## src/fdc_regs_pkg.sv

```systemverilog
package fdc_regs_pkg;
   // register indices; byte address is four times the index
   localparam logic [9:0] IDX_OUTPUT = 10'h002; // digital_output_reg
   localparam logic [9:0] IDX_STATUS = 10'h004; // main_status_reg read, rate_precomp_select write
   localparam logic [9:0] IDX_DATA = 10'h005; // fifo_data_port
   localparam logic [9:0] IDX_DIAG = 10'h007; // drive_input_diagnostic read, rate_config_control write
   localparam logic [9:0] IDX_SETUP = 10'h008; // setup_command fields
   localparam logic [9:0] IDX_MODE = 10'h009; // mode fields
   localparam logic [9:0] IDX_PHASE = 10'h00A; // phase control and fifo state
   // reset values
   localparam logic [7:0] RATE_SEL_RST = 8'h02;
   localparam logic [1:0] RATE_CODE_RST = 2'h2;
   localparam logic [7:0] OUTPUT_RST = 8'h04;
   // field positions
   localparam int OUT_RESET_BIT = 2;
   localparam int SEL_RATE_LSB = 0;
   localparam int SEL_PRE_LSB = 2;
   localparam int SEL_LOWPWR_BIT = 6;
   localparam int SEL_SRST_BIT = 7;
   localparam int ST_REQ_BIT = 7;
   localparam int ST_DIR_BIT = 6;
   localparam int ST_NDMA_BIT = 5;
   localparam int ST_BUSY_BIT = 4;
   localparam int DIAG_CHG_BIT = 7;
   localparam int DIAG_LOW_BIT = 0;
   localparam logic [7:0] DIAG_ONES = 8'h78; // bits 6-3 read as one
   // rate codes
   localparam logic [1:0] RATE_1M = 2'h3;
   localparam logic [1:0] RATE_500K = 2'h0;
   localparam logic [2:0] PRE_DEFAULT = 3'h0;
   localparam logic [2:0] PRE_NONE = 3'h7;
   // timing, figures in picoseconds
   localparam int CLK_PS = 5000;
   localparam int PRE_STEP_PS = 41700;
   localparam int PRE_DEF_LOW_PS = 125000;
   localparam int PRE_DEF_1M_PS = 41700;
   localparam int SRST_PS = 100000;
   localparam int GAP_PS = 350000;
   localparam logic [4:0] SRST_CYC = 5'((SRST_PS + CLK_PS - 1) / CLK_PS);
   localparam logic [6:0] GAP_CYC = 7'((GAP_PS + CLK_PS - 1) / CLK_PS);
   localparam int LINE_LEN = 64;
   localparam int FIFO_DEPTH = 16;
   localparam logic [4:0] FIFO_FULL = 5'h10;
   localparam logic [4:0] BYTE_ONE = 5'h01;

   typedef enum logic [3:0] {
      PH_IDLE = 4'b0001,
      PH_CMD = 4'b0010,
      PH_EXEC = 4'b0100,
      PH_RESULT = 4'b1000
   } phase_t;

   typedef struct packed {
      logic [3:0] fifo_trigger_level;
      logic fifo_en;
      logic lock;
      logic [7:0] start_track;
   } setup_t;

   typedef struct packed {
      logic burst_en;
      logic rd_fifo_dis;
      logic wr_fifo_dis;
      logic at_mode;
   } mode_t;

   typedef struct packed {
      logic [7:0] data;
      logic valid;
   } byte_t;
endpackage : fdc_regs_pkg

```

## src/fdc_host_regs.sv

```systemverilog
// The APB slave port was decided locally.
`timescale 1ns/1ps
`default_nettype none
// Overview of operation
// - precomp field bits 4-2 delays write data; 000 default, 111 zero, else steps.
// - default precomp is 41.7 ns at 1 Mbps, 125 ns at other rates.
// - precomp starts at track zero; setup command changes the start track.
// - bit 6 of rate register or mode command enters manual power-down.
// - power-down ends on soft reset or data or status register access.
// - bit 7 of rate register soft-resets like output register bit, self-clears 100 ns.
// - data register at 05h carries command, data and result bytes.
// - 16-byte fifo used only in execution phase; bypassed in command, result.
// - setup command enables fifo and loads 4-bit trigger threshold.
// - locked and enabled fifo stays enabled across soft reset.
// - hardware reset disables fifo and zeroes its threshold.
// - mode command disables fifo for reads and writes separately.
// - burst mode keeps the request active until fifo emptied or filled.
// - non-burst mode drops the request 350 ns between transfers.
// - in AT drive mode only diagnostic bit 7 is driven.
// - alternate mode bit 0 reads 0 at high rates, 1 at low rates.
// - alternate mode bits 2,1 return the last written rate code.
// - alternate mode bits 6-3 read as one.
// - diagnostic bit 7 mirrors media-changed input, reads 0 in power-down; soft reset leaves it alone.
// - config register bits 1,0 set rate; hardware reset gives 10, soft keeps.
// - hardware reset loads rate register with 02h; soft reset keeps it.
module fdc_host_regs (
   input wire logic pclk,
   input wire logic presetn,
   input wire logic psel,
   input wire logic penable,
   input wire logic pwrite,
   input wire logic [11:0] paddr,
   input wire logic [31:0] pwdata,
   output logic [31:0] prdata,
   output logic pready,
   output logic pslverr,
   input wire logic disk_byte_valid,
   input wire logic [7:0] disk_byte_in,
   input wire logic disk_byte_ready,
   output logic [7:0] disk_byte_out,
   output logic disk_byte_out_valid,
   input wire logic [7:0] result_byte,
   output logic result_taken,
   output logic [7:0] cmd_byte,
   output logic cmd_strobe,
   output logic xfer_req,
   input wire logic media_changed_in,
   input wire logic wdata_in,
   input wire logic [7:0] current_track,
   output logic wdata_out,
   output logic soft_reset_active,
   output logic powered_down,
   output logic [1:0] rate_code
);

   typedef struct packed {
      logic [31:0] prdata;
      logic pready;
      logic pslverr;
      logic [7:0] rate_sel;
      logic [1:0] rate;
      logic [7:0] out_reg;
      logic [4:0] srst_cnt;
      logic pd;
      fdc_regs_pkg::setup_t setup;
      fdc_regs_pkg::mode_t mode;
      fdc_regs_pkg::phase_t phase;
      logic exec_rd;
      logic dma_mode;
      logic [fdc_regs_pkg::FIFO_DEPTH-1:0][7:0] mem;
      logic [4:0] cnt;
      logic req;
      logic svc;
      logic [6:0] gap;
      fdc_regs_pkg::byte_t dsk_out;
      logic [7:0] cmd;
      logic cmd_stb;
      logic res_tk;
      logic rqm_hold;
      logic [fdc_regs_pkg::LINE_LEN-1:0] line;
      logic wout;
      logic chg_meta;
      logic chg;
      logic srst_o;
   } state_t;

   state_t s_q, s_d;

   // delay in cycles for a precomp figure, rounded to nearest
   function automatic logic [6:0] ps_to_cyc(input int ps);
      ps_to_cyc = 7'((ps + fdc_regs_pkg::CLK_PS / 2) / fdc_regs_pkg::CLK_PS);
   endfunction : ps_to_cyc

   function automatic logic [6:0] pre_cycles(input logic [2:0] code, input logic [1:0] rate);
      pre_cycles = 7'h00;
      if (code == fdc_regs_pkg::PRE_DEFAULT) begin
         pre_cycles = (rate == fdc_regs_pkg::RATE_1M) ? ps_to_cyc(fdc_regs_pkg::PRE_DEF_1M_PS)
                                                      : ps_to_cyc(fdc_regs_pkg::PRE_DEF_LOW_PS);
      end else if (code != fdc_regs_pkg::PRE_NONE) begin
         pre_cycles = ps_to_cyc(int'(code) * fdc_regs_pkg::PRE_STEP_PS);
      end
   endfunction : pre_cycles

   // byte count at which a request is raised
   function automatic logic trigger(input logic rd, input logic [4:0] cnt, input logic [4:0] thr,
                                    input logic [4:0] cap);
      if (rd) begin
         trigger = (cnt >= cap - thr) && (cnt != 5'h00);
      end else begin
         trigger = (cnt <= thr) && (cnt < cap);
      end
   endfunction : trigger

   logic access;
   logic [9:0] idx;
   logic [7:0] wbyte;
   logic srst;
   logic fifo_on;
   logic [4:0] cap;
   logic [4:0] thr_eff;
   logic host_pop;
   logic host_push;
   logic disk_push;
   logic disk_pop;
   logic [4:0] cnt_next;
   logic [7:0] sts;
   logic [7:0] diag;
   logic [6:0] tap;
   logic pre_on;

   always_comb begin
      s_d = s_q;
      // access phase in which the answer is given; writes act here
      access = psel && penable && s_q.pready;
      idx = paddr[11:2];
      wbyte = pwdata[7:0];
      // soft reset from output register or self-clearing rate bit
      srst = !s_q.out_reg[fdc_regs_pkg::OUT_RESET_BIT] || (s_q.srst_cnt != 5'h00);
      // fifo only for execution phase in the enabled direction
      fifo_on = s_q.setup.fifo_en && (s_q.phase == fdc_regs_pkg::PH_EXEC)
                && !(s_q.exec_rd ? s_q.mode.rd_fifo_dis : s_q.mode.wr_fifo_dis);
      cap = fifo_on ? fdc_regs_pkg::FIFO_FULL : fdc_regs_pkg::BYTE_ONE;
      // threshold taken as zero with the fifo off
      thr_eff = fifo_on ? {1'b0, s_q.setup.fifo_trigger_level} : 5'h00;

      // status and diagnostic read values
      sts = 8'h00;
      unique case (s_q.phase)
         fdc_regs_pkg::PH_IDLE: sts[fdc_regs_pkg::ST_REQ_BIT] = !s_q.rqm_hold;
         fdc_regs_pkg::PH_CMD: begin
            sts[fdc_regs_pkg::ST_REQ_BIT] = !s_q.rqm_hold;
            sts[fdc_regs_pkg::ST_BUSY_BIT] = 1'b1;
         end
         fdc_regs_pkg::PH_EXEC: begin
            sts[fdc_regs_pkg::ST_REQ_BIT] = s_q.req;
            sts[fdc_regs_pkg::ST_DIR_BIT] = s_q.exec_rd;
            sts[fdc_regs_pkg::ST_NDMA_BIT] = !s_q.dma_mode;
            sts[fdc_regs_pkg::ST_BUSY_BIT] = 1'b1;
         end
         fdc_regs_pkg::PH_RESULT: begin
            sts[fdc_regs_pkg::ST_REQ_BIT] = !s_q.rqm_hold;
            sts[fdc_regs_pkg::ST_DIR_BIT] = 1'b1;
            sts[fdc_regs_pkg::ST_BUSY_BIT] = 1'b1;
         end
      endcase
      // media-changed mirror, forced low while powered down
      diag = 8'h00;
      diag[fdc_regs_pkg::DIAG_CHG_BIT] = s_q.chg && !s_q.pd;
      if (!s_q.mode.at_mode) begin
         diag = diag | fdc_regs_pkg::DIAG_ONES;
         diag[2:1] = s_q.rate;
         diag[fdc_regs_pkg::DIAG_LOW_BIT] = (s_q.rate != fdc_regs_pkg::RATE_1M)
                                            && (s_q.rate != fdc_regs_pkg::RATE_500K);
      end
      // AT mode leaves bits 6-0 to the shared hard-disk register

      // no wait state: setup cycle prepares the answer, ready in the first access cycle
      s_d.pready = psel && !penable;
      s_d.pslverr = 1'b0;
      if (psel && !penable) begin
         s_d.prdata = 32'h0000_0000;
         s_d.pslverr = 1'b1;
         unique case (idx)
            fdc_regs_pkg::IDX_OUTPUT: begin
               s_d.prdata[7:0] = s_q.out_reg;
               s_d.pslverr = 1'b0;
            end
            fdc_regs_pkg::IDX_STATUS: begin
               s_d.prdata[7:0] = pwrite ? 8'h00 : sts;
               s_d.pslverr = 1'b0;
            end
            fdc_regs_pkg::IDX_DATA: begin
               // one data register for every phase
               s_d.prdata[7:0] = (s_q.phase == fdc_regs_pkg::PH_RESULT) ? result_byte :
                                 (s_q.cnt != 5'h00) ? s_q.mem[0] : 8'h00;
               s_d.pslverr = 1'b0;
            end
            fdc_regs_pkg::IDX_DIAG: begin
               s_d.prdata[7:0] = pwrite ? 8'h00 : diag;
               s_d.pslverr = 1'b0;
            end
            fdc_regs_pkg::IDX_SETUP: begin
               s_d.prdata[15:0] = {s_q.setup.start_track, 2'b00, s_q.setup.lock, s_q.setup.fifo_en,
                                   s_q.setup.fifo_trigger_level};
               s_d.pslverr = 1'b0;
            end
            fdc_regs_pkg::IDX_MODE: begin
               s_d.prdata[4:0] = {s_q.mode.at_mode, s_q.pd, s_q.mode.wr_fifo_dis, s_q.mode.rd_fifo_dis,
                                  s_q.mode.burst_en};
               s_d.pslverr = 1'b0;
            end
            fdc_regs_pkg::IDX_PHASE: begin
               s_d.prdata[17:0] = {srst, s_q.req, 3'b000, s_q.cnt, 2'b00, s_q.dma_mode, s_q.exec_rd,
                                   s_q.phase};
               s_d.pslverr = 1'b0;
            end
            default: s_d.prdata = 32'h0000_0000;
         endcase
      end

      // one-cycle strobes
      s_d.cmd_stb = 1'b0;
      s_d.res_tk = 1'b0;
      s_d.rqm_hold = 1'b0;
      s_d.dsk_out.valid = 1'b0;
      host_pop = 1'b0;
      host_push = 1'b0;
      if (s_q.srst_cnt != 5'h00) begin
         s_d.srst_cnt = s_q.srst_cnt - 5'h01;
      end

      // register writes and data-register side effects
      if (access) begin
         // data or status register access wakes the controller
         if (idx == fdc_regs_pkg::IDX_STATUS && !pwrite || idx == fdc_regs_pkg::IDX_DATA) begin
            s_d.pd = 1'b0;
         end
         unique case (idx)
            fdc_regs_pkg::IDX_OUTPUT: if (pwrite) s_d.out_reg = wbyte;
            fdc_regs_pkg::IDX_STATUS: if (pwrite) begin
               s_d.rate_sel = wbyte;
               s_d.rate_sel[fdc_regs_pkg::SEL_SRST_BIT] = 1'b0;
               s_d.rate = wbyte[fdc_regs_pkg::SEL_RATE_LSB +: 2];
               if (wbyte[fdc_regs_pkg::SEL_LOWPWR_BIT]) s_d.pd = 1'b1;
               if (wbyte[fdc_regs_pkg::SEL_SRST_BIT]) s_d.srst_cnt = fdc_regs_pkg::SRST_CYC;
            end
            fdc_regs_pkg::IDX_DATA: begin
               if (s_q.phase == fdc_regs_pkg::PH_CMD && pwrite) begin
                  s_d.cmd = wbyte;
                  s_d.cmd_stb = 1'b1;
                  s_d.rqm_hold = 1'b1;
               end else if (s_q.phase == fdc_regs_pkg::PH_RESULT && !pwrite) begin
                  s_d.res_tk = 1'b1;
                  s_d.rqm_hold = 1'b1;
               end else if (s_q.phase == fdc_regs_pkg::PH_EXEC && !s_q.pd) begin
                  host_pop = !pwrite && s_q.exec_rd && (s_q.cnt != 5'h00);
                  host_push = pwrite && !s_q.exec_rd && (s_q.cnt < cap);
               end
            end
            // config register sets rate; upper bits ignored
            fdc_regs_pkg::IDX_DIAG: if (pwrite) s_d.rate = wbyte[1:0];
            fdc_regs_pkg::IDX_SETUP: if (pwrite) begin
               s_d.setup.fifo_trigger_level = pwdata[3:0];
               s_d.setup.fifo_en = pwdata[4];
               s_d.setup.lock = pwdata[5];
               s_d.setup.start_track = pwdata[15:8];
            end
            fdc_regs_pkg::IDX_MODE: if (pwrite) begin
               s_d.mode.burst_en = pwdata[0];
               s_d.mode.rd_fifo_dis = pwdata[1];
               s_d.mode.wr_fifo_dis = pwdata[2];
               if (pwdata[3]) s_d.pd = 1'b1;
               s_d.mode.at_mode = pwdata[4];
            end
            fdc_regs_pkg::IDX_PHASE: if (pwrite) begin
               s_d.phase = fdc_regs_pkg::phase_t'(pwdata[3:0]);
               if (!$onehot(pwdata[3:0])) s_d.phase = fdc_regs_pkg::PH_IDLE;
               s_d.exec_rd = pwdata[4];
               s_d.dma_mode = pwdata[5];
            end
            default: s_d.pslverr = 1'b0;
         endcase
      end

      // disk side moves bytes only while awake and executing
      disk_push = !s_q.pd && (s_q.phase == fdc_regs_pkg::PH_EXEC) && s_q.exec_rd && disk_byte_valid
                  && (s_q.cnt < cap);
      disk_pop = !s_q.pd && (s_q.phase == fdc_regs_pkg::PH_EXEC) && !s_q.exec_rd && disk_byte_ready
                 && (s_q.cnt != 5'h00) && !host_push;
      if (host_pop || disk_pop) begin
         if (disk_pop) s_d.dsk_out = '{data: s_q.mem[0], valid: 1'b1};
         for (int i = 0; i < fdc_regs_pkg::FIFO_DEPTH - 1; i++) s_d.mem[i] = s_q.mem[i+1];
      end
      cnt_next = s_q.cnt - 5'((host_pop || disk_pop) ? 1 : 0);
      if (host_push || disk_push) begin
         s_d.mem[4'(cnt_next)] = host_push ? wbyte : disk_byte_in;
         cnt_next = cnt_next + 5'h01;
      end
      s_d.cnt = cnt_next;

      // transfer request pacing
      if (s_q.pd || s_q.phase != fdc_regs_pkg::PH_EXEC) begin
         s_d.req = 1'b0;
         s_d.svc = 1'b0;
         s_d.gap = 7'h00;
      end else if (s_q.req) begin
         if (host_pop || host_push) begin
            s_d.svc = s_q.exec_rd ? (cnt_next != 5'h00) : (cnt_next < cap);
            // burst holds the request while read bytes remain or write space remains
            if (s_q.mode.burst_en) begin
               s_d.req = s_d.svc;
            end else begin
               s_d.req = 1'b0;
               s_d.gap = fdc_regs_pkg::GAP_CYC;
            end
         end
      end else if (s_q.gap != 7'h00) begin
         s_d.gap = s_q.gap - 7'h01;
      end else if (trigger(s_q.exec_rd, s_q.cnt, thr_eff, cap)
                   || (s_q.svc && (s_q.exec_rd ? s_q.cnt != 5'h00 : s_q.cnt < cap))) begin
         s_d.req = 1'b1;
         s_d.svc = 1'b1;
      end

      // soft reset wins over phase, fifo count, request pacing, power-down and unlocked fifo enable
      if (srst) begin
         s_d.phase = fdc_regs_pkg::PH_IDLE;
         s_d.cnt = 5'h00;
         s_d.req = 1'b0;
         s_d.svc = 1'b0;
         s_d.gap = 7'h00;
         s_d.pd = 1'b0;
         s_d.setup.fifo_en = s_q.setup.fifo_en && s_q.setup.lock;
      end
      // flop copy, so the reset flag leaves on a register
      s_d.srst_o = (s_d.srst_cnt != 5'h00) || !s_d.out_reg[fdc_regs_pkg::OUT_RESET_BIT];

      // precomp applies from the start track onward
      s_d.line = {s_q.line[fdc_regs_pkg::LINE_LEN-2:0], wdata_in};
      pre_on = current_track >= s_q.setup.start_track;
      tap = pre_on ? pre_cycles(s_q.rate_sel[fdc_regs_pkg::SEL_PRE_LSB +: 3], s_q.rate) : 7'h00;
      s_d.wout = s_q.pd ? 1'b0 : (tap == 7'h00) ? wdata_in : s_q.line[6'(tap - 7'h01)];

      // two-stage synchroniser; the first stage feeds only the second
      s_d.chg_meta = media_changed_in;
      s_d.chg = s_q.chg_meta;
   end

   // single state register; hardware reset values
   always_ff @(posedge pclk or negedge presetn) begin
      if (!presetn) begin
         s_q <= '0;
         s_q.rate_sel <= fdc_regs_pkg::RATE_SEL_RST;
         s_q.rate <= fdc_regs_pkg::RATE_CODE_RST;
         s_q.out_reg <= fdc_regs_pkg::OUTPUT_RST;
         s_q.phase <= fdc_regs_pkg::PH_IDLE;
      end else begin
         s_q <= s_d;
      end
   end

   assign prdata = s_q.prdata;
   assign pready = s_q.pready;
   assign pslverr = s_q.pslverr;
   assign disk_byte_out = s_q.dsk_out.data;
   assign disk_byte_out_valid = s_q.dsk_out.valid;
   assign result_taken = s_q.res_tk;
   assign cmd_byte = s_q.cmd;
   assign cmd_strobe = s_q.cmd_stb;
   assign xfer_req = s_q.req;
   assign wdata_out = s_q.wout;
   assign soft_reset_active = s_q.srst_o;
   assign powered_down = s_q.pd;
   assign rate_code = s_q.rate;

endmodule : fdc_host_regs
`default_nettype wire

```

## config.mk

```make
export PLATFORM = sky130hd
export DESIGN_NAME = fdc_host_regs
export DESIGN_NICKNAME = d
export VERILOG_FILES = /design/src/fdc_regs_pkg.sv /design/src/fdc_host_regs.sv
export SDC_FILE = /design/constraint.sdc
export NUM_CORES = 1
export LEC_CHECK = 0
export BUFFER_PORTS_ARGS = -buffer_cell sky130_fd_sc_hd__buf_2
export CORE_AREA = 2 2 287 289
export CTS_BUF_LIST = sky130_fd_sc_hd__clkbuf_2
export CTS_CLUSTER_SIZE = 30
export DETAILED_ROUTE_END_ITERATION = 8
export DIE_AREA = 0 0 289 291
export GPL_TIMING_DRIVEN = 0
export HOLD_SLACK_MARGIN = 0.1
export PLACE_DENSITY = 0.44
export REMOVE_ABC_BUFFERS = 1
export SLEW_MARGIN = 25
export SYNTH_ARGS = -nofsm -noshare
export SYNTH_HDL_FRONTEND = slang
export SYNTH_SLANG_ARGS = --single-unit
```

## constraint.sdc

```tcl
create_clock -name pclk -period 12.6 [get_ports pclk]
set_input_delay 1.26 -clock pclk [delete_from_list [all_inputs] [get_ports pclk]]
set_output_delay 1.26 -clock pclk [all_outputs]
set_load 0.05 [all_outputs]
```

Word level (Yosys, flattened, before mapping) --
Cells that the tools add are included.
Word-level totals: bits in registers 297, bits of input ports 77, output and inout bits 59
Cells by class: add/subtract/negate cells 10, multipliers 1, divide/modulo/power cells 1, order comparisons 8, equal/unequal tests 21, multiplexer cells 94, reduce and logical (&&, ||, !) cells 75
Operator list (number):
- 2-to-1 mux 120 bit | 2
- bitwise mux 128 bit | 1
- 2-to-1 mux 8 bit | 9
- 2-to-1 mux 49 bit | 1
- 2-to-1 mux 14 bit | 3
- 2-to-1 mux 7 bit | 6
- 2-to-1 mux 1 bit | 38
- 2-to-1 mux 9 bit | 4
- case mux 5 bit (7 select lines) | 1
- demux 8 bit (select 4 bit) | 1
- divider 32 x 14 -> 32 bit, second input constant | 1
- == test 10 x 3 -> 1 bit, second input constant | 3
- == test 10 x 4 -> 1 bit, second input constant | 3
- 2-to-1 mux 5 bit | 6
- AND reduction 3 bit | 10
- logical AND 1 bit | 27
- adder 19 x 12 -> 20 bit, second input constant | 1
- 2-to-1 mux 4 bit | 5
- nonzero test 5 bit | 4
- 2-to-1 mux 6 bit | 3
- case mux 3 bit (6 select lines) | 1
- multiplier 3 x 14 -> 17 bit, second input constant | 1
- case mux 8 bit (2 select lines) | 1
- nonzero test 2 bit | 6
- other kinds (43) | 72

Logic depth before layout (Yosys ltp) --
Gate-level depths: netlist of run 1.
word-level depth 25, mapped depth 52

Least setup slack after synthesis of run 1 --
No wires, ideal clock.
kind flip-flop to flip-flop, start point register s_q[272] (netlist name), end point register s_q, in the netlist wdata_out, data arrival time 12.161 ns, required time 12.471 ns, setup slack 0.311 ns, cell stages (with the launch flop) 49, path buffers 5, period minus slack after synthesis 12.289 ns, cell sequence dfrtp_1 fa_1 ha_1 inv_1 fa_1 or3b_1 o21a_1 nor2_1 nand3_1 o32a_1 a21o_1 o221a_2 o31ai_4 a31o_2 nor2_1 a211oi_1 mux2_2 or4_1 [... 13 more ...] and3_1 buf_2 or4_1 a32oi_1 o211ai_1 nand2_1 buf_6 inv_2 ha_1 xor2_1 clkbuf_1 nand2_1 o22a_1 nand3_1 a21boi_0 o2bb2ai_1 mux2_2 a2111o_1
RTL lines:
- start, declared | RTL line fdc_host_regs.sv:87 | state_t s_q, s_d;

==> summary.txt, run 1 <==
Global route
  • GRT busiest layer: met2
  • Met2 Use GR: 24.2%
  • Largest net degree at the start of global routing: 97
  • Initial antenna violation count: 7
  • First-pass GRT wire length: 105 mm
  • Vias in the first global route: 17800
  • Grt total ovfl: 0
  • Grt met3 use: 2.74%
  • GRT Total Usage: 15.8%
  • M1 GR Usage: 23.0%

Critical path
  • CP endpoint: wdata_out
  • FF-to-FF setup slack: 0.35 ns
  • Critical path's largest stage delay: 0.60 ns
  • Worst-path maximum fanout: 13
  • Startpoint Class: flip-flop
  • Worst R2R End: wdata_out
  • Crit Reg-Reg Startpoint: s_q[272]
  • Crit path DAT: 13.06 ns
  • Setup crit start: s_q[272]
  • Kind of critical path: flip-flop to flip-flop
  • Critical Path RT: 13.42 ns
  • Worst R2R Path Depth: 43
  • CP max stage cell: or4_4
  • Crit. End Element: flip-flop

Clock tree
  • Worst-Skew Late Latency: 0.98 ns
  • Clk buf depth: 3
  • CTS root buffer: clkbuf_2
  • CTS buffer count: 77
  • H-tree depth: 3
  • Clock slew at reported path FFs: 0.10 ns
  • # clock sinks: 293
  • TritonCTS clock tree: done

Floorplanning
  • Initial core utilization: 24.7%
  • Top Ports: 136
  • Core ar.: 0.0812 mm2
  • DIE AREA: 0.0841 mm2
  • Row Count: 105
  • DIE WIDTH: 289 um
  • Die H: 291 um

Logic synthesis
  • Yosys reg bits: 293
  • Post-Synthesis Cell Area: 0.0201 mm2
  • Gate count of the mapped netlist: 2227
  • Post-synthesis sequential area ratio: 36.5%
  • Yosys cell types: 121
  • Top FF cell, synth: dfrtp_1
  • Share of the synthesized area in the top cell type: 36.1%
  • Synth area leaders: dfrtp_1 36%, a211oi_1 5.4%, a21oi_1 5.1%
  • Most frequent cells after synthesis: 290 x dfrtp_1, 206 x a21oi_1, 187 x nand2_1, 147 x nor2_1, 144 x a211oi_1
  • Post-synth EDFFs: 0
  • Mean area per synthesized cell: 9.02 um2
  • Most frequent cell after synthesis: dfrtp_1
  • Synthesis Warnings: 0
  • FFs w/ async S/R, synth: 100%
  • Cell taking the most area after synthesis: dfrtp_1

Placed design
  • HPWL after DPL: 48.3 mm
  • Placer Congestion: 0.842
  • IO buf count: 103

Job
  • # Max-Cap Violations: 0

Detailed routing
  • 1st-iter DRT viols: 1261
  • Vias post-DR: 18200
  • WL/cell: 19.3 um
  • Final ANT Viol Nets: 0
  • Drt total wl: 68.2 mm
  • Drt first pass iters: 5
  • Drt drc: 0
  • Via/cell ratio: 5.13

Worst hold path
  • Worst hold path type: flip-flop to flip-flop

Power
  • Pwr/cell area: 105 mW/mm2
  • Leakage Power: 10.3 nW
  • Max VDD drop: 74.9 uV
  • Power, Total: 2.59 mW

Final layout
  • Share of cells above drive strength 1: 27.4%
  • Post-layout util: 30.3%
  • Layout area overhead: 22.5%
  • # nets final: 2542

Timing
  • Clock period minus worst slack: 12.25 ns
  • Tcrit/Tclk final: 97.2%
  • Final hold vios: 0
  • Fmax: 0.0817 GHz
  • Endpoints failing setup: 0
  • Relative slew margins: 31.8%
  • Layout Skew: 0.0780 ns
  • Max Slew Vio Count: 0
  • Worst-margin pin slew: 1.02 ns

Status
  • Status: completed
## stage by stage
stage | cell area, um2 | hold WS (ns) | TNS (ns) | setup WS (ns) | cells
3_3_place_gp | 21100 | 0.343 | -910.57 | -7.14 | 3251
5_1_grt | 24600 | 0.316 | -0.0474 | -0.0474 | 3538
4_1_cts | 23400 | 0.278 | 0 | 0.0142 | 3467
3_5_place_dp | 21700 | 0.343 | -4.40 | -4.40 | 3276
2_1_floorplan | 19300 | 0.331 | -173.58 | -2.17 | 2078
6_report | 24600 | 0.328 | 0 | 0.354 | 3542
## cell families after synthesis
logic type	synth area share (%)
xor gates and xnor gates	4.39
AOI/OAI and AO/OA	24.0
adders and majority gates	3.45
muxes	6.40
buffers and inverters	5.20
and+or+nand+nor	20.0
other	0.0187
DFF	36.5
## power breakdown
part	internal [mW]	total, mW	switching (mW)
Sequential	0.956	0.967	0.0108
Clock	0.268	0.683	0.416
Combinational	0.391	0.939	0.549
## timing repair
item	CTS	global route
endpoints found under the hold margin	44	0
hold buffers	1	0
buffers inserted	58	66
resized for setup	93	114
gates cloned	1	2
pin swaps	30	47
setup endpoints to repair	1	1
## cells in the final DEF, fill, tap and decap left out, types with 15 or more instances in the layout
cell type,count
dfrtp_1,287
a21oi_1,199
nand2_1,182
a211oi_1,138
nor2b_1,132
nor2_1,125
buf_4,120
buf_2,105
clkbuf_2,104
o21ai_0,89
nand3_1,54
mux2_2,51
inv_1,49
xnor2_1,49
ha_1,43
nor3_1,39
and3_1,28
a21o_1,24
mux2i_1,24
o211ai_1,22
nand2b_1,21
and2_1,20
nand4_1,20
nor2_2,19
a31oi_1,19
xor2_1,17
or3_1,16
clkinv_1,16
or2_2,15
## worst min path at each step
| stage | end | slack [ns] | cells past startpoint | startpoint |
|---|---|---|---|---|
| 3_5_place_dp | s_q[1] | 0.34 | 0 | s_d[1] |
| 3_3_place_gp | s_q[1] | 0.34 | 0 | s_d[1] |
| 5_1_grt | s_d[5] | 0.32 | 1 | wdata_in |
| 6_report | s_d[49] | 0.33 | 0 | s_d[48] |
| 2_1_floorplan | s_q[1] | 0.33 | 0 | s_d[1] |
| 4_1_cts | s_d[5] | 0.28 | 1 | wdata_in |
## sequential cells by signal, indices dropped and copies added (netlist names)
register             count
soft_reset_active        1
cmd_strobe               1
cmd_byte                 8
xfer_req                 1
pslverr                  1
s_q                    184
s_d                     64
disk_byte_out            8
powered_down             1
wdata_out                1
rate_code                2
disk_byte_out_valid      1
pready                   1
result_taken             1
prdata                  18
## layout make-up
type / instances / area (um2)
diodes: 8 / 20.0
clock buffers: 104 / 520
clock inverters: 27 / 178
fillers: 8610 / 56600
inverters: 52 / 198
multi-input cells: 1736 / 13100
flip-flops and latches: 293 / 7340
well taps: 1070 / 1340
repair buffers: 252 / 1940
## metal layers
metal	vias up	part of all wire, %	wire [um]
met5	-	0.019	13
li1	8581	-	-
met4	2	1.7	1190
met1	8948	48	33000
met3	99	4.6	3170
met2	525	45	30800
## critical path: cells and delay by family, from the launching register on
| kind | cells | cell delay, ns |
|---|---|---|
| XOR/XNOR | 1 | 0.20 |
| AO/OA/AOI/OAI | 15 | 3.81 |
| flip-flops | 1 | 0.51 |
| multiplexers | 4 | 1.52 |
| adder cells (fa/ha/maj) | 4 | 1.54 |
| AND/OR/NAND/NOR | 13 | 3.65 |
| buffers and inverters | 6 | 0.83 |
No activity file was read; power rests on OpenSTA's default activity.
==> inputs of run 2 (changes only) <==
--- a/config.mk
+++ b/config.mk
@@ -6,6 +6,8 @@
 export NUM_CORES = 1
 export LEC_CHECK = 0
 export BUFFER_PORTS_ARGS = -buffer_cell sky130_fd_sc_hd__buf_2
+export CELL_PAD_IN_SITES_DETAIL_PLACEMENT = 1
+export CELL_PAD_IN_SITES_GLOBAL_PLACEMENT = 1
 export CORE_AREA = 2 2 287 289
 export CTS_BUF_LIST = sky130_fd_sc_hd__clkbuf_2
 export CTS_CLUSTER_SIZE = 30
@@ -13,7 +15,7 @@
 export DIE_AREA = 0 0 289 291
 export GPL_TIMING_DRIVEN = 0
 export HOLD_SLACK_MARGIN = 0.1
-export PLACE_DENSITY = 0.44
+export PLACE_DENSITY = 0.52
 export REMOVE_ABC_BUFFERS = 1
 export SLEW_MARGIN = 25
 export SYNTH_ARGS = -nofsm -noshare
==> run 2 against run 1 <==
Against the previous run:
- combinational power is 0.5% higher
- register-to-register slack worse by 0.03 ns
- critical path depth is 3 higher
- sequential share of layout area is 0.33 points higher
- utilization is 0.33 points lower
- via count is 0.53% lower
- hold slack worse by 0.015 ns
- cell count is 0.85% lower
- clock-buffer cell count is 4 lower
- fmax is 0.23% lower
- routed wire length is 3.9% higher
- critical endpoint unchanged
- highest routed layer is now met4
==> summary.txt, run 2 (synthesized netlist as in run 1, its figures left out) <==
Power
  • Max VDD drop: 55.7 uV
  • Sequential Power Share: 37.5%
  • Sw Pwr: 0.986 mW
  • Leakage Power: 10.2 nW
  • Sw Ratio: 38.2%
  • Pwr/cell area: 106 mW/mm2
  • Clock network power share: 26.0%
  • Gate power share: 36.5%
  • Cell-internal power: 1.60 mW
  • Power, Total: 2.58 mW

Global route
  • GRT Total Usage: 16.5%
  • Largest net degree at the start of global routing: 86
  • Vias in the first global route: 19100
  • Initial antenna violation count: 1
  • First-pass GRT wire length: 111 mm
  • Grt total ovfl: 0

Timing
  • Final hold vios: 0
  • Endpoints failing setup: 0
  • Tcrit/Tclk final: 97.4%
  • Layout Skew: 0.0805 ns
  • Max Slew Vio Count: 0
  • Post-route setup slack: 0.326 ns
  • Fmax: 0.0815 GHz
  • Clock period minus worst slack: 12.27 ns
  • Worst-margin pin slew: 1.01 ns
  • Relative slew margins: 31.9%

Final layout
  • Share of cells above drive strength 1: 26.6%
  • # fillers: 9474
  • Commonest non-fill, non-tap cell in the layout: dfrtp_1
  • # nets final: 2522
  • Most frequent cells in the layout: 287 x dfrtp_1, 200 x a21oi_1, 184 x nand2_1, 139 x a211oi_1, 132 x nor2b_1
  • Layout area overhead: 21.2%
  • Largest Register: s_q
  • Largest register FFs: 184

Placed design
  • Placer Congestion: 0.819
  • IO buf count: 103
  • Pre-CTS setup slack: -4.68 ns
  • HPWL after DPL: 51.5 mm

Status
  • Status: completed

Worst hold path
  • Worst hold path type: input pin to asynchronous set/reset pin

Critical path
  • Crit path DAT: 13.07 ns
  • Worst R2R End: wdata_out
  • Worst-path maximum fanout: 11
  • Kind of critical path: flip-flop to flip-flop
  • CP max stage cell: or4_4
  • Crit Reg-Reg Startpoint: s_q[273]
  • Critical Path RT: 13.40 ns
  • Crit. End Element: flip-flop
  • Worst R2R Path Depth: 46
  • Setup crit start: s_q[273]
  • FF-to-FF setup slack: 0.33 ns
  • Critical path's largest stage delay: 0.57 ns
  • Startpoint Class: flip-flop

Detailed routing
  • WL/cell: 20.2 um
  • Final ANT Viol Nets: 0
  • Drt first pass iters: 7
  • 1st-iter DRT viols: 1057
  • Drt drc: 0
  • Vias post-DR: 18100
  • Via/cell ratio: 5.14
  • Drt total wl: 70.9 mm

Clock tree
  • Worst-Skew Late Latency: 0.96 ns
  • # clock sinks: 293
  • H-tree depth: 3
  • Clock slew at reported path FFs: 0.14 ns
  • Clk buf depth: 3
  • CTS Hold Bufs: 0
  • TritonCTS clock tree: done
  • CTS buffer count: 74
  • CTS root buffer: clkbuf_2

Floorplanning
  • Core ar.: 0.0812 mm2
  • Initial core utilization: 24.7%
  • Die H: 291 um
  • Row Count: 105
  • Top Ports: 136
  • DIE AREA: 0.0841 mm2
  • DIE WIDTH: 289 um

Job
  • # Max-Cap Violations: 0
[run 2: changes by cell type in the layout (fill, tap and decap cells not counted), moves of 4 or more]
cell	delta
diode_2	-5
clkbuf_2	-4
buf_6	-4
buf_4	-8
[run 2: worst max path at each step]
stage / end / depth (start not counted)
after global placement: s_q[186] / 17
final: wdata_out / 46
after detailed placement: wdata_out / 39
after CTS: wdata_out / 43
after floorplan: wdata_out / 41
after global routing: wdata_out / 50
[run 2: critical path, delay by kind of cell (launching register included)]
kind | cells | cell delay [ns]
simple gates | 14 | 3.63
compound gates | 14 | 3.46
flops | 1 | 0.55
xor+xnor | 1 | 0.18
mux | 6 | 1.93
buf+inv | 7 | 0.96
fa+ha+maj | 4 | 1.40
[run 2: what timing repair did]
item,CTS,global route
gates cloned,1,0
setup endpoints to repair,1,1
gates resized for setup,124,72
pin swaps,36,52
buffers inserted,71,42
[run 2: metrics by stage]
| stage | area [um2] | setup TNS, ns | std cells | hold WS, ns | utilization [%] |
|---|---|---|---|---|---|
| after floorplan | 19300 | -173.58 | 2078 | 0.331 | - |
| after global placement | 21100 | -928.34 | 3251 | 0.351 | 26.0 |
| after detailed placement | 21700 | -4.68 | 3272 | 0.337 | 26.7 |
| after CTS | 23600 | 0 | 3467 | 0.211 | 29.1 |
| after global routing | 24300 | -0.0775 | 3510 | 0.248 | 30.0 |
| final | 24300 | 0 | 3512 | 0.312 | 30.0 |
[run 2: routing by layer]
metal / up-vias / global-route usage, % / wire [um]
li1: 8522 / - / -
met2: 268 / 26.9 / 33300
met3: 90 / 2.30 / 2030
met4: 0 / 3.28 / 1210
met1: 9179 / 23.3 / 34300
met5: - / 0 / 0
[run 2: cell type report]
type | instances | area, um2 | area share [%]
Tap cell | 1070 | 1340 | 5.50
Antenna cell | 3 | 7.51 | 0.0308
Sequential cell | 293 | 7340 | 30.2
Timing Repair Buffer | 237 | 1770 | 7.28
Inverter | 52 | 203 | 0.833
Clock inverter | 23 | 155 | 0.637
Clock buffer | 100 | 500 | 2.06
Multi-Input combinational cell | 1734 | 13000 | 53.5
[run 2: power groups by stage]
stage          logic (mW)  clock network, mW  registers [mW]
2_1_floorplan       0.529                  0           0.984
3_3_place_gp        0.724                  0           0.984
3_5_place_dp        0.749                  0           0.986
4_1_cts             0.839              0.707           0.967
5_1_grt              1.03              0.761           0.970
6_report            0.944              0.671           0.967
